==> src/wfsr_pkg.sv <==
// Constants, types and helpers shared by the wake and fault status register bank.
// =============================================================================
// Summary of operation
// - Two-bit ground-shift threshold selector, writable
// - Ground-shift flag latched until register read
// - Power-on clears all; reset pin clears selector
// - Transmit stuck-dominant status shown live
// - Wake edge field: off, rise, fall, both
// - Network and chip-select wake flags, read-cleared
// - Reset pin clears wake edge field
// - Wake input events latched per input, read-cleared
// - Live wake input levels shown unlatched
// - Regulator overheat: switch off, latch flag
// - V2 restarts only on written zero
// - Pre-warning flags follow condition directly
// - V2 overheat also forces V3 off
// - Overheat bits zero after power-on
// - High wire fault bits latched, read-cleared
// - Low wire fault bits latched, read-cleared
// - Writes need four good parity bits
package wfsr_pkg;

    // =========================================================================
    // Register offsets
    localparam logic [7:0] WFSR_GROUND_SHIFT_LEVEL = 8'h0A;
    localparam logic [7:0] WFSR_WAKE_INPUT_CONFIG  = 8'h0C;
    localparam logic [7:0] WFSR_WAKE_INPUT_SOURCE  = 8'h0F;
    localparam logic [7:0] WFSR_WAKE_INPUT_LEVEL   = 8'h11;
    localparam logic [7:0] WFSR_OVERTEMP_STATUS    = 8'h12;
    localparam logic [7:0] WFSR_HIGH_WIRE_FAULT    = 8'h14;
    localparam logic [7:0] WFSR_LOW_WIRE_FAULT     = 8'h17;

    // =========================================================================
    // Field positions
    localparam int WFSR_GSL_SHIFT_BIT   = 2;
    localparam int WFSR_GSL_TXSTUCK_BIT = 3;
    localparam int WFSR_WIC_NET_BIT     = 2;
    localparam int WFSR_WIC_CS_BIT      = 3;
    localparam int WFSR_OTS_R1OFF_BIT   = 0;
    localparam int WFSR_OTS_R2OFF_BIT   = 1;
    localparam int WFSR_OTS_R1WARN_BIT  = 2;
    localparam int WFSR_OTS_R2WARN_BIT  = 3;

    // =========================================================================
    // Reset values and encodings
    localparam logic [1:0] WFSR_THRESH_RESET = 2'h0;
    localparam logic [1:0] WFSR_WAKE_CFG_RESET = 2'h0;
    localparam logic [1:0] WFSR_WAKE_OFF  = 2'h0;
    localparam logic [1:0] WFSR_WAKE_RISE = 2'h1;
    localparam logic [1:0] WFSR_WAKE_FALL = 2'h2;
    localparam logic [1:0] WFSR_WAKE_BOTH = 2'h3;
    localparam logic [7:0] WFSR_READ_ZERO = 8'h00;

    // =========================================================================
    // Deserialised access from the serial port.
    typedef struct packed {
        logic       rd;
        logic       wr;
        logic [7:0] addr;
        logic [3:0] data;
        logic [3:0] parity;
    } wfsr_acc_s;

    // Parity expected for a data nibble.
    function automatic logic [3:0] wfsr_parity(input logic [3:0] d);
        return {d[3] ^ d[0], d[3] ^ d[2], d[2] ^ d[1], d[1] ^ d[0]};
    endfunction

    // Latch with read clear; a set in the clearing cycle survives.
    function automatic logic [3:0] wfsr_latch(input logic [3:0] q,
                                              input logic       clr,
                                              input logic [3:0] set);
        return (clr ? 4'h0 : q) | set;
    endfunction

endpackage

==> src/wfsr_regs.sv <==
// Wake, ground-shift, over-temperature and wire fault status register bank.
`timescale 1ns/1ps
module wfsr_regs
    import wfsr_pkg::*;
(
    input  wire logic       core_clk_i,
    input  wire logic       reset_i,
    input  wire logic       rst_pin_n_i,
    input  wire wfsr_acc_s  acc_i,
    output logic [7:0]      acc_rdata_o,
    output logic            acc_rvalid_o,
    output logic            parity_err_o,
    input  wire logic       parity_err_clr_i,
    input  wire logic [3:0] gnd_shift_above_i,
    input  wire logic       tx_stuck_flag_i,
    input  wire logic       network_wake_i,
    input  wire logic       chipsel_wake_i,
    input  wire logic [2:0] wake_input_i,
    input  wire logic       reg1_overtemp_i,
    input  wire logic       reg2_overtemp_i,
    input  wire logic       reg1_heat_warn_i,
    input  wire logic       reg2_heat_warn_i,
    input  wire logic [3:0] high_wire_event_i,
    input  wire logic [3:0] low_wire_event_i,
    output logic            reg1_enable_o,
    output logic            reg2_enable_o,
    output logic            batt_switch_force_off_o
);

    // =========================================================================
    // Access decode
    logic       par_ok;
    logic       wr_ok;
    logic       rd_gsl;
    logic       rd_wic;
    logic       rd_wis;
    logic       rd_ots;
    logic       rd_hwf;
    logic       rd_lwf;
    logic       wr_gsl;
    logic       wr_wic;
    logic       wr_ots;

    assign par_ok = (wfsr_parity(acc_i.data) == acc_i.parity);
    assign wr_ok  = acc_i.wr && par_ok;
    assign rd_gsl = acc_i.rd && (acc_i.addr == WFSR_GROUND_SHIFT_LEVEL);
    assign rd_wic = acc_i.rd && (acc_i.addr == WFSR_WAKE_INPUT_CONFIG);
    assign rd_wis = acc_i.rd && (acc_i.addr == WFSR_WAKE_INPUT_SOURCE);
    assign rd_ots = acc_i.rd && (acc_i.addr == WFSR_OVERTEMP_STATUS);
    assign rd_hwf = acc_i.rd && (acc_i.addr == WFSR_HIGH_WIRE_FAULT);
    assign rd_lwf = acc_i.rd && (acc_i.addr == WFSR_LOW_WIRE_FAULT);
    assign wr_gsl = wr_ok && (acc_i.addr == WFSR_GROUND_SHIFT_LEVEL);
    assign wr_wic = wr_ok && (acc_i.addr == WFSR_WAKE_INPUT_CONFIG);
    assign wr_ots = wr_ok && (acc_i.addr == WFSR_OVERTEMP_STATUS);

    // =========================================================================
    // Parity error flag
    logic       parity_err_q;

    always_ff @(posedge core_clk_i or posedge reset_i) begin
        if (reset_i) begin
            parity_err_q <= 1'b0;
        end else begin
            parity_err_q <= (parity_err_q && !parity_err_clr_i)
                            || (acc_i.wr && !par_ok);
        end
    end
    assign parity_err_o = parity_err_q;

    // =========================================================================
    // Ground shift
    logic [1:0] thresh_q;
    logic       shift_q;
    logic       shift_hit;

    assign shift_hit = gnd_shift_above_i[thresh_q];

    // The reset pin is synchronous here, so a glitch that covers no rising clock edge is ignored.
    always_ff @(posedge core_clk_i or posedge reset_i) begin
        if (reset_i) begin
            thresh_q <= WFSR_THRESH_RESET;
        end else if (!rst_pin_n_i) begin
            thresh_q <= WFSR_THRESH_RESET;
        end else if (wr_gsl) begin
            thresh_q <= acc_i.data[1:0];
        end
    end

    always_ff @(posedge core_clk_i or posedge reset_i) begin
        if (reset_i) begin
            shift_q <= 1'b0;
        end else begin
            shift_q <= (shift_q && !rd_gsl) || shift_hit;
        end
    end

    // =========================================================================
    // Wake configuration and events
    logic [1:0] wake_cfg_q;
    logic       net_wake_q;
    logic       cs_wake_q;
    logic [2:0] wake_prev_q;
    logic [2:0] wake_src_q;
    logic [2:0] wake_edge;

    always_ff @(posedge core_clk_i or posedge reset_i) begin
        if (reset_i) begin
            wake_cfg_q <= WFSR_WAKE_CFG_RESET;
        end else if (!rst_pin_n_i) begin
            wake_cfg_q <= WFSR_WAKE_CFG_RESET;
        end else if (wr_wic) begin
            wake_cfg_q <= acc_i.data[1:0];
        end
    end

    always_ff @(posedge core_clk_i or posedge reset_i) begin
        if (reset_i) begin
            net_wake_q <= 1'b0;
            cs_wake_q  <= 1'b0;
        end else begin
            net_wake_q <= (net_wake_q && !rd_wic) || network_wake_i;
            cs_wake_q  <= (cs_wake_q && !rd_wic) || chipsel_wake_i;
        end
    end

    always_comb begin
        wake_edge = 3'h0;
        unique case (wake_cfg_q)
            WFSR_WAKE_OFF:  wake_edge = 3'h0;
            WFSR_WAKE_RISE: wake_edge = wake_input_i & ~wake_prev_q;
            WFSR_WAKE_FALL: wake_edge = ~wake_input_i & wake_prev_q;
            WFSR_WAKE_BOTH: wake_edge = wake_input_i ^ wake_prev_q;
        endcase
    end

    function automatic logic [2:0] wake_latch3(input logic [2:0] q,
                                               input logic       clr,
                                               input logic [2:0] set);
        logic [3:0] r;
        r = wfsr_latch({1'b0, q}, clr, {1'b0, set});
        return r[2:0];
    endfunction

    // Edge history runs from power-on so enabling a mode never sees a stale level.
    always_ff @(posedge core_clk_i or posedge reset_i) begin
        if (reset_i) begin
            wake_prev_q <= 3'h0;
            wake_src_q  <= 3'h0;
        end else begin
            wake_prev_q <= wake_input_i;
            wake_src_q  <= wake_latch3(wake_src_q, rd_wis, wake_edge);
        end
    end

    // =========================================================================
    // Over-temperature and regulator control
    logic       r1_off_q;
    logic       r2_off_q;
    logic       r2_hold_q;

    always_ff @(posedge core_clk_i or posedge reset_i) begin
        if (reset_i) begin
            r1_off_q <= 1'b0;
            r2_off_q <= 1'b0;
        end else begin
            r1_off_q <= (r1_off_q && !rd_ots) || reg1_overtemp_i;
            r2_off_q <= (r2_off_q && !rd_ots) || reg2_overtemp_i;
        end
    end

    // Clearing the flag by a read does not restart V2; only the control write does.
    always_ff @(posedge core_clk_i or posedge reset_i) begin
        if (reset_i) begin
            r2_hold_q <= 1'b0;
        end else begin
            if (reg2_overtemp_i) begin
                r2_hold_q <= 1'b1;
            end else if (wr_ots && !acc_i.data[WFSR_OTS_R2OFF_BIT]) begin
                r2_hold_q <= 1'b0;
            end
        end
    end

    // V1 comes back once its flag has been read clear and the heat has gone.
    assign reg1_enable_o           = !r1_off_q && !reg1_overtemp_i;
    assign reg2_enable_o           = !r2_hold_q && !reg2_overtemp_i;
    assign batt_switch_force_off_o = r2_hold_q || reg2_overtemp_i;

    // =========================================================================
    // Wire faults
    logic [3:0] hwf_q;
    logic [3:0] lwf_q;

    always_ff @(posedge core_clk_i or posedge reset_i) begin
        if (reset_i) begin
            hwf_q <= 4'h0;
            lwf_q <= 4'h0;
        end else begin
            hwf_q <= wfsr_latch(hwf_q, rd_hwf, high_wire_event_i);
            lwf_q <= wfsr_latch(lwf_q, rd_lwf, low_wire_event_i);
        end
    end

    // =========================================================================
    // Read data, taken before any clear lands
    logic [7:0] rdata_d;
    logic [7:0] rdata_q;
    logic       rvalid_q;

    always_comb begin
        rdata_d = WFSR_READ_ZERO;
        unique case (acc_i.addr)
            WFSR_GROUND_SHIFT_LEVEL: rdata_d = {4'h0, tx_stuck_flag_i, shift_q, thresh_q};
            WFSR_WAKE_INPUT_CONFIG:  rdata_d = {4'h0, cs_wake_q, net_wake_q, wake_cfg_q};
            WFSR_WAKE_INPUT_SOURCE:  rdata_d = {5'h00, wake_src_q};
            WFSR_WAKE_INPUT_LEVEL:   rdata_d = {5'h00, wake_input_i};
            WFSR_OVERTEMP_STATUS:    rdata_d = {4'h0, reg2_heat_warn_i, reg1_heat_warn_i,
                                                r2_off_q, r1_off_q};
            WFSR_HIGH_WIRE_FAULT:    rdata_d = {4'h0, hwf_q};
            WFSR_LOW_WIRE_FAULT:     rdata_d = {4'h0, lwf_q};
            default:                 rdata_d = WFSR_READ_ZERO;
        endcase
    end

    always_ff @(posedge core_clk_i or posedge reset_i) begin
        if (reset_i) begin
            rdata_q  <= WFSR_READ_ZERO;
            rvalid_q <= 1'b0;
        end else begin
            rvalid_q <= acc_i.rd;
            if (acc_i.rd) begin
                rdata_q <= rdata_d;
            end
        end
    end
    assign acc_rdata_o  = rdata_q;
    assign acc_rvalid_o = rvalid_q;
endmodule

==> config.mk <==
export PLATFORM = sky130hd
export DESIGN_NAME = wfsr_regs
export DESIGN_NICKNAME = d
export VERILOG_FILES = /design/src/wfsr_pkg.sv /design/src/wfsr_regs.sv
export SDC_FILE = /design/constraint.sdc
export NUM_CORES = 1
export LEC_CHECK = 0
export BUFFER_PORTS_ARGS = -buffer_cell sky130_fd_sc_hd__buf_2
export CORE_AREA = 2 2 62 64
export DETAILED_ROUTE_END_ITERATION = 10
export DIE_AREA = 0 0 64 66
export GPL_TIMING_DRIVEN = 0
export PLACE_DENSITY_LB_ADDON = 0.25
export SLEW_MARGIN = 20
export SYNTH_ARGS = -nofsm -noshare
export SYNTH_HDL_FRONTEND = slang
export SYNTH_SLANG_ARGS = --single-unit
==> constraint.sdc <==
create_clock -name core_clk_i -period 1.6 [get_ports core_clk_i]
set_input_delay 0.16 -clock core_clk_i [delete_from_list [all_inputs] [get_ports core_clk_i]]
set_output_delay 0.16 -clock core_clk_i [all_outputs]
set_load 0.02 [all_outputs]
Yosys cells after proc, flatten, opt, wreduce, memory -nomap -nowiden. Cells that the tools add are included.

Logic and storage cells: 93. Output and inout bits: 13. Flip-flop bits (word level): 34.

Multiplexer cells: 13. Reductions and logical operators: 39. Eq/ne operators: 13. Bitwise operators: 12. $lt $le $gt $ge: 1.

Operators by type and width (number): 8-bit by 5-bit == test with 1-bit output (second input constant) (4); 4-bit case mux with 7 select lines (1); 8-bit by 4-bit == test with 1-bit output (second input constant) (3); 1-bit logical AND (20); 3-bit case mux with 4 select lines (1); 1-bit logical NOT (10); 2-bit 2-to-1 mux (4); 4-bit 2-to-1 mux (2); 4-bit OR (2); 1-bit logical OR (7); 3-bit AND (2); 3-bit inverter (2); 2-bit == test (second input constant) (2); 4-bit == test (1); 2-bit by 1-bit != test with 1-bit output (second input constant) (2); 1-bit XOR (4); 2-bit by 3-bit less-than comparator with 1-bit output (second input constant) (1); 1-bit 2-to-1 mux (3); 3-bit 2-to-1 mux (1); 3-bit OR (1); 3-bit XOR (1); 1-bit binary-select mux with 2-bit select (1); 2-bit by 1-bit == test with 1-bit output (second input constant) (1); 2-bit logical NOT (1); 2-bit nonzero test (1).

Depth between registers and ports, before layout. Gate-level depths: netlist (run 1).

Depth in word-level cells: 7. Depth in mapped cells: 7. Depth with buffers taken out: 6.

Worst setup path before layout (run 1). Ideal clock, no wire load.

Path type: input port to flip-flop. From: input port acc_i[12] (netlist bit). To: register rdata_q[1] (netlist: acc_rdata_o[1]). Cell stages on the path: 7. Setup slack: 0.226 ns. Setup time: 0.134 ns. Arrival time: 1.239 ns. Path through: nor2b_1 buf_2 and2_0 buf_2 and3_1 a221oi_1 o22ai_1.

Longest elaborated chain between the ends: 2. Elaborated cells on any way between the ends: 8. Those cells by class: eq/ne: 7; mux: 1.

RTL lines: start, declared (line wfsr_regs.sv:9) `input wire wfsr_acc_s acc_i,`; 8-bit by 5-bit == test with 1-bit output / 8-bit by 4-bit == test with 1-bit output (equally long branches) (line wfsr_regs.sv:212) `unique case (acc_i.addr)`; 4-bit case mux with 7 select lines (*) (line wfsr_regs.sv:212); end signal, assigned (line wfsr_regs.sv:232) `rdata_q <= rdata_d;`; end, declared (line wfsr_regs.sv:207) `logic [7:0] rdata_q;`.

Mark *: on every way between the ends. The rest lies on a longest branch, timed or not. A chain may end at the register's enable or synchronous reset.

Worst setup path in the final report (run 1).
From: input port acc_i[17] (netlist bit). To: register lwf_q[3].

Longest elaborated chain between the ends: 3.

RTL lines: 1-bit logical AND (line wfsr_regs.sv:51) `assign rd_lwf = acc_i.rd && (acc_i.addr == WFSR_LOW_WIRE_FAULT);`; 4-bit 2-to-1 mux (line wfsr_pkg.sv:73) `return (clr ? 4'h0 : q) | set;`; 4-bit OR (line wfsr_pkg.sv:73); end signal, assigned (line wfsr_regs.sv:200) `lwf_q <= wfsr_latch(lwf_q, rd_lwf, low_wire_event_i);`; end, declared (line wfsr_regs.sv:192) `logic [3:0] lwf_q;`.

No other way between the ends.

==> reports/qor.yml, run 1 <==
grt.overflow.total: 0
reg2reg_to: "acc_rdata_o[1]"
htreeDepth: 2
gp_congestion: 0.7900
finalNetCount: 304
area_growth_pct: 33.33
synth-edff-count: 0
synthCells: 176
cts_sinks: 30
cp_cell_sequence: "dlygate4sd3_1 -> buf_2 -> clkbuf_1 -> nand3_1 -> a21o_1"
drc: 0
crit_path_top_delay_cell: "dlygate4sd3_1"
synth_area_leader_cell: "dfrtp_1"
placed_area_sq_um: 2049
ys_top_cells_by_count: "dfrtp_1 (30), a21o_1 (17), inv_1 (15)"
p_int_w: 0.001205
finalSetupTns_ns: 0
fin_crit_ns: 1.430
final_cell_area_sq_um: 2297
ys_types: 37
rsz0062_at_grt: "no"
whs_endpoint: "r2_off_q"
first_pass_iters: 4
ys_warn_count: 0
die_x_um: 64
globalRouteTotalUtil_pct: 20.77
sequentialPowerShare_pct: 47.8
status: "finished clean"
synth-async-reset-ratio_pct: 100.0
synth_area_leaders: "dfrtp_1 (44%), a21o_1 (7.4%), ha_1 (4.4%)"
drt_iter0_drc: 36
via_per_inst: 5.099
worstPathArrival_ns: 1.67
cts-root-buf: "clkbuf_4"
relSlewSlack_pct: 58.00
initial_core_util_pct: 48.52
synth_most_common_cell: "dfrtp_1"
n_antenna_cell: 0
cts_tree: "built"
power_leakage_nw: 1.087
wl_um: 3983
p_sw_w: 0.0004085
ctsResizeCount: 0
grt_first_pass_wirelength_um: 6748
layout-drive-gt1-share_pct: 29.41
crit_required_ns: 1.84
critical_path_class: "in -> reg"
regToRegSetupSlack_ns: 0.20
hp-class: "in -> reg"
utilization_pct: 64.69
tightest_slew_ns: 0.6291
ios: 57
hp-start: "reg2_overtemp_i"
worst-path-max-fanout: 10
die_area_sq_um: 4224
r2r_cells: 5
setup_slack_ns: 0.1704
setup_viol: 0
drv_cap: 0
fp-row-count: 22
critPathTopFamily: "buffers and inverters"
hold_viol: 0
min_period_over_period_pct: 89.35
power.density_nw_per_um2: 702.5
clockBufferDepth: 2
max-vdd-ir-drop_mv: 0.5367
vias: 1545
design.core.area_sq_um: 3551
path_buf_inv: 3
ant_nets: 0
syn_area_sq_um: 1723
clock_skew_ns: 0.01091
whs_ns: 0.01752
cp-end-kind: "flip-flop"
cts_hold_buf: 17
clkTransAtPathRegs_ns: 0.09
antenna_found_initial: 0
synth_top_area_share_pct: 43.57
fp.dieH_um: 66
max_freq_mhz: 699.5
clkPwrFrac_pct: 37.4
pwr-share-comb_pct: 14.9
io_buffer_count: 51
drv_slew: 0
place_ws_ns: -0.06558
grt_pass1_vias: 1585
r2r-start: "wake_cfg_q[1]"
critPathLaunchType: "input pin"
ys.flop_type: "dfrtp_1"
hpwlAfterDp_um: 2861
ys_seq_area_share_pct: 43.57
ys_ff_latch: 30
clk_latency_ns: 0.35
switching_share_pct: 25.32
cp_slowest_stage_delay_ns: 0.52
grt_start_max_net_pins: 31
wire_per_inst_um: 13.15
hold-path-cell-count: 2
post_cts_buffers: 0
synth.avg_cell_area_sq_um: 9.789
cts_buffers: 5
through the flow:
stage	power, W	std cells
after global routing	0.001680	303
after detailed placement	0.0009940	278
after global placement	0.0009898	278
final	0.001614	303
after floorplan	0.0009006	179
after CTS	0.001623	303
state kept, by name, summed over array words and instances, names as in the netlist:
signal	flops
shift_q	1
wake_src_q	3
cs_wake_q	1
net_wake_q	1
r1_off_q	1
thresh_q	2
lwf_q	4
r2_hold_q	1
hwf_q	4
acc_rvalid_o	1
r2_off_q	1
wake_cfg_q	2
acc_rdata_o	4
parity_err_o	1
wake_prev_q	3
how the worst max path moves through the flow:
stage                             start              to  slack (ns)  depth (start not counted)
after CTS                 wake_cfg_q[1]  acc_rdata_o[1]        0.19                          5
after floorplan               acc_i[12]  acc_rdata_o[1]        0.23                          7
after global placement        acc_i[12]  acc_rdata_o[1]       -0.07                          8
after detailed placement      acc_i[12]  acc_rdata_o[1]       -0.07                          8
after global routing          acc_i[11]  acc_rdata_o[3]        0.09                          7
final                         acc_i[17]        lwf_q[3]        0.17                          5
per-layer routing:
metal	vias to the layer above	global-route usage, %	wire length, um
met3	6	5.622	223
met5	-	0	0
met4	0	8.424	53
met1	720	25.91	1828
li1	773	-	-
met2	46	34.11	1878
cell families (layout without fill, tap and decap cells):
kind of cell,count (synthesis),count (layout),share of synthesized area [%]
compound gates,53,53,22.22
xor+xnor,5,5,2.542
fa+ha+maj,6,6,4.357
buf+inv,26,102,6.753
flops,30,30,43.57
mux,6,6,4.212
other cells,1,4,0.2177
simple gates,49,49,16.12
cell type report:
| cell class | count | area (sq um) |
|---|---|---|
| inverter | 15 | 56.30 |
| sequential | 30 | 750.7 |
| buffer | 11 | 60.06 |
| tap | 48 | 60.06 |
| timing repair buffer | 68 | 425.4 |
| fill | 285 | 1254 |
| multi-input combinational | 123 | 867.1 |
| clock inverter | 3 | 40.04 |
| clock buffer | 5 | 37.54 |
cells in the final DEF (no fill, tap or decap), drive strengths merged:
master	count
nor2b	4
o22ai	6
o21ai	3
bufinv	1
nand3	9
or2	1
mux2i	5
ha	6
a221oi	2
inv	15
a21o	17
a22oi	10
buf	59
nand4	2
dlygate4sd3	17
dfrtp	30
mux4	1
nor3	1
and3	3
clkbuf	8
nand2	12
a22o	4
conb	4
a32o	1
xor2	5
clkinv	2
a31oi	1
nor3b	1
and2	4
and4	1
a21oi	9
nor2	9
or3	2
power by group through the flow:
stage	Clock, W	Sequential (W)	Combinational, W
floorplan	0	0.000790	0.000111
global placement	0	0.000785	0.000205
detailed placement	0	0.000786	0.000208
CTS	0.000612	0.000771	0.000240
global route	0.000641	0.000772	0.000267
finish	0.000603	0.000771	0.000240
Power figures use the tool's default switching activity.
==> inputs of run 2 (changes only) <==
--- a/config.mk
+++ b/config.mk
@@ -13,2 +13,3 @@
 export PLACE_DENSITY_LB_ADDON = 0.25
+export REMOVE_ABC_BUFFERS = 1
 export SLEW_MARGIN = 20
--- a/constraint.sdc
+++ b/constraint.sdc
@@ -3,2 +3,2 @@
 set_output_delay 0.16 -clock core_clk_i [all_outputs]
-set_load 0.02 [all_outputs]
+set_load 0.05 [all_outputs]
==> run 2 against run 1 <==
Register-to-register slack improved by 0.14 ns; core utilization decreased by 2.4 points; worst setup slack got worse by 0.034 ns; fmax decreased by 2.3%; largest power group unchanged; sequential power about the same; final area decreased by 3.8%; largest cell class unchanged; via count decreased by 2.6%.
==> reports/qor.yml, run 2 (synthesis results as in run 1) <==
status: "finished clean"
drv_cap: 0  # unchanged
r2r-start: "wake_cfg_q[1]"
first_pass_iters: 4  # unchanged
fp-row-count: 22  # unchanged
switching_share_pct: 28.24  # +2.9 points
dp_cells: 268  # -3.6%
ant_nets: 0  # unchanged
die_x_um: 64  # unchanged
multiInputGateArea_sq_um: 869.6  # +0.29%
seq_area_sq_um: 750.7  # unchanged
critical_path_class: "reg -> out"
grt.overflow.total: 0  # unchanged
n_antenna_cell: 0  # unchanged
clkPwrFrac_pct: 32.5  # -4.9 points
cp_slowest_stage_delay_ns: 0.38  # -0.14 ns
relSlewSlack_pct: 60.01  # +2.0 points
power_leakage_nw: 1.032  # -5.0%
mostFrequentLayoutCells: "buf_2 (52), dfrtp_1 (30), a21o_1 (17)"
worst-path-max-fanout: 2  # -8
critPathTopFamily: "flip-flops"
hold-path-cell-count: 2  # unchanged
r2r_cells: 4  # -1
ios: 57  # unchanged
min_period_over_period_pct: 91.48  # +2.1 points
clkTransAtPathRegs_ns: 0.10  # about the same
hold_viol: 0  # unchanged
layout-drive-gt1-share_pct: 28.81  # -0.61 points
finalPower_w: 0.001507  # -6.6%
rsz0062_at_grt: "no"
path_buf_inv: 2  # -1
critPathLaunchType: "flip-flop"
gp_congestion: 0.8071  # +2.2%
post_cts_buffers: 0  # unchanged
die_area_sq_um: 4224  # unchanged
cts_sinks: 30  # unchanged
design.core.area_sq_um: 3551  # unchanged
sequentialPowerShare_pct: 51.1  # +3.3 points
drv_slew: 0  # unchanged
worstPathArrival_ns: 1.30  # -0.37 ns
max_freq_mhz: 683.2  # -2.3%
clk_latency_ns: 0.34  # about the same
grt_pass1_vias: 1443  # -9.0%
drt_iter0_drc: 67  # +86%
setup_viol: 0  # unchanged
regToRegSetupSlack_ns: 0.34  # +0.14 ns
initial_core_util_pct: 48.52  # unchanged
cts_tree: "built"
htreeDepth: 2  # unchanged
tightest_slew_ns: 0.5990  # -0.03014 ns
area_growth_pct: 28.32
cts-root-buf: "clkbuf_4"
layout.cells.most_common: "buf_2"
drc: 0  # unchanged
cts_buffers: 5  # unchanged
p_sw_w: 0.0004257  # +4.2%
finalNetCount: 292  # -3.9%
cp_cell_sequence: "or2_2 -> inv_1 -> buf_2"
via_per_inst: 5.172  # +1.4%
final_cell_area_sq_um: 2211  # -3.8%
max-vdd-ir-drop_mv: 0.4423  # -18%
hp-start: "reg1_overtemp_i"
hp-class: "in -> reg"
wl_um: 3882  # -2.5%
cp-end-kind: "primary output"
placed_area_sq_um: 1994  # -2.7%
reg2reg_to: "acc_rdata_o[1]"
clockBufferDepth: 2  # unchanged
crit_required_ns: 1.44  # -0.40 ns
fin_crit_ns: 1.464  # +0.03399 ns
wire_per_inst_um: 13.34  # +1.5%
p_int_w: 0.001081  # -10%
hpwlAfterDp_um: 2820  # -1.4%
pwr-share-comb_pct: 16.3  # +1.4 points
globalRouteTotalUtil_pct: 21.34  # +0.58 points
grt_start_max_net_pins: 31  # unchanged
antenna_found_initial: 0  # unchanged
clock_skew_ns: 0.006278  # -0.004627 ns
fillers: 300  # +5.3%
grt_first_pass_wirelength_um: 6775  # +0.40%
power.density_nw_per_um2: 681.7  # -3.0%
io_buffer_count: 52  # +2.0%
finalNonFillerCells: 291  # -4.0%
fp.dieH_um: 66  # unchanged
crit_path_top_delay_cell: "dfrtp_1"
vias: 1505  # -2.6%
whs_endpoint: "r1_off_q"
run 2: worst max-delay path by stage:
stage                                 to  slack, ns  startpoint  cells past startpoint
after floorplan           acc_rdata_o[2]       0.21   acc_i[12]                      5
final                      reg2_enable_o       0.14   r2_hold_q                      3
after global placement    acc_rdata_o[2]      -0.24   acc_i[12]                      6
after CTS                  reg2_enable_o       0.12   r2_hold_q                      3
after global routing      acc_rdata_o[3]      0.003   acc_i[11]                      6
after detailed placement  acc_rdata_o[3]      -0.24   acc_i[12]                      6
run 2: worst reg2reg max path: stages, from the launching register on:
cell and delay [ns]:
dfrtp_1 0.49, a22oi_1 0.20, o22ai_1 0.10, a221oi_1 0.26, o22ai_1 0.10
run 2: power groups by stage:
stage / combinational [W] / clock (W) / sequential, W
floorplan: 0.000107 / 0 / 0.000798
detailed placement: 0.000218 / 0 / 0.000786
CTS: 0.000246 / 0.000502 / 0.000771
global route: 0.000275 / 0.000546 / 0.000772
finish: 0.000246 / 0.000490 / 0.000771
global placement: 0.000216 / 0 / 0.000785
run 2: routing by layer:
layer,vias to the layer above,global-route usage (%),wire length [um]
met2,49,33.20,1816
met3,3,6.303,268
met1,698,28.59,1761
met5,-,0,0
met4,0,6.793,36
li1,755,-,-
run 2: what timing repair did:
| item | in CTS | in global routing |
|---|---|---|
| hold buffers | 15 | 0 |
| endpoints found under the hold margin | 44 | 0 |
| gates resized for setup | 0 | 1 |
| setup endpoints to repair | 0 | 3 |
run 2: area by class of cell:
| type | count | area share, % |
|---|---|---|
| Multi-Input combinational cell | 123 | 39.33 |
| Sequential cell | 30 | 33.96 |
| Timing Repair Buffer | 67 | 18.56 |
| Clock inverter | 2 | 0.5659 |
| Tap cell | 48 | 2.716 |
| Clock buffer | 6 | 2.320 |
| Inverter | 15 | 2.547 |
run 2: stage by stage:
| stage | util [%] | setup WS [ns] | TNS (ns) | hold WS [ns] |
|---|---|---|---|---|
| floorplan | - | 0.2068 | 0 | 0.1914 |
| global route | 62.26 | 0.003288 | 0 | 0.009135 |
| finish | 62.26 | 0.1364 | 0 | 0.004191 |
| global placement | 56.17 | -0.2373 | -1.176 | 0.3254 |
| CTS | 62.19 | 0.1218 | 0 | 0.0001336 |
| detailed placement | 56.17 | -0.2442 | -0.9185 | 0.2654 |
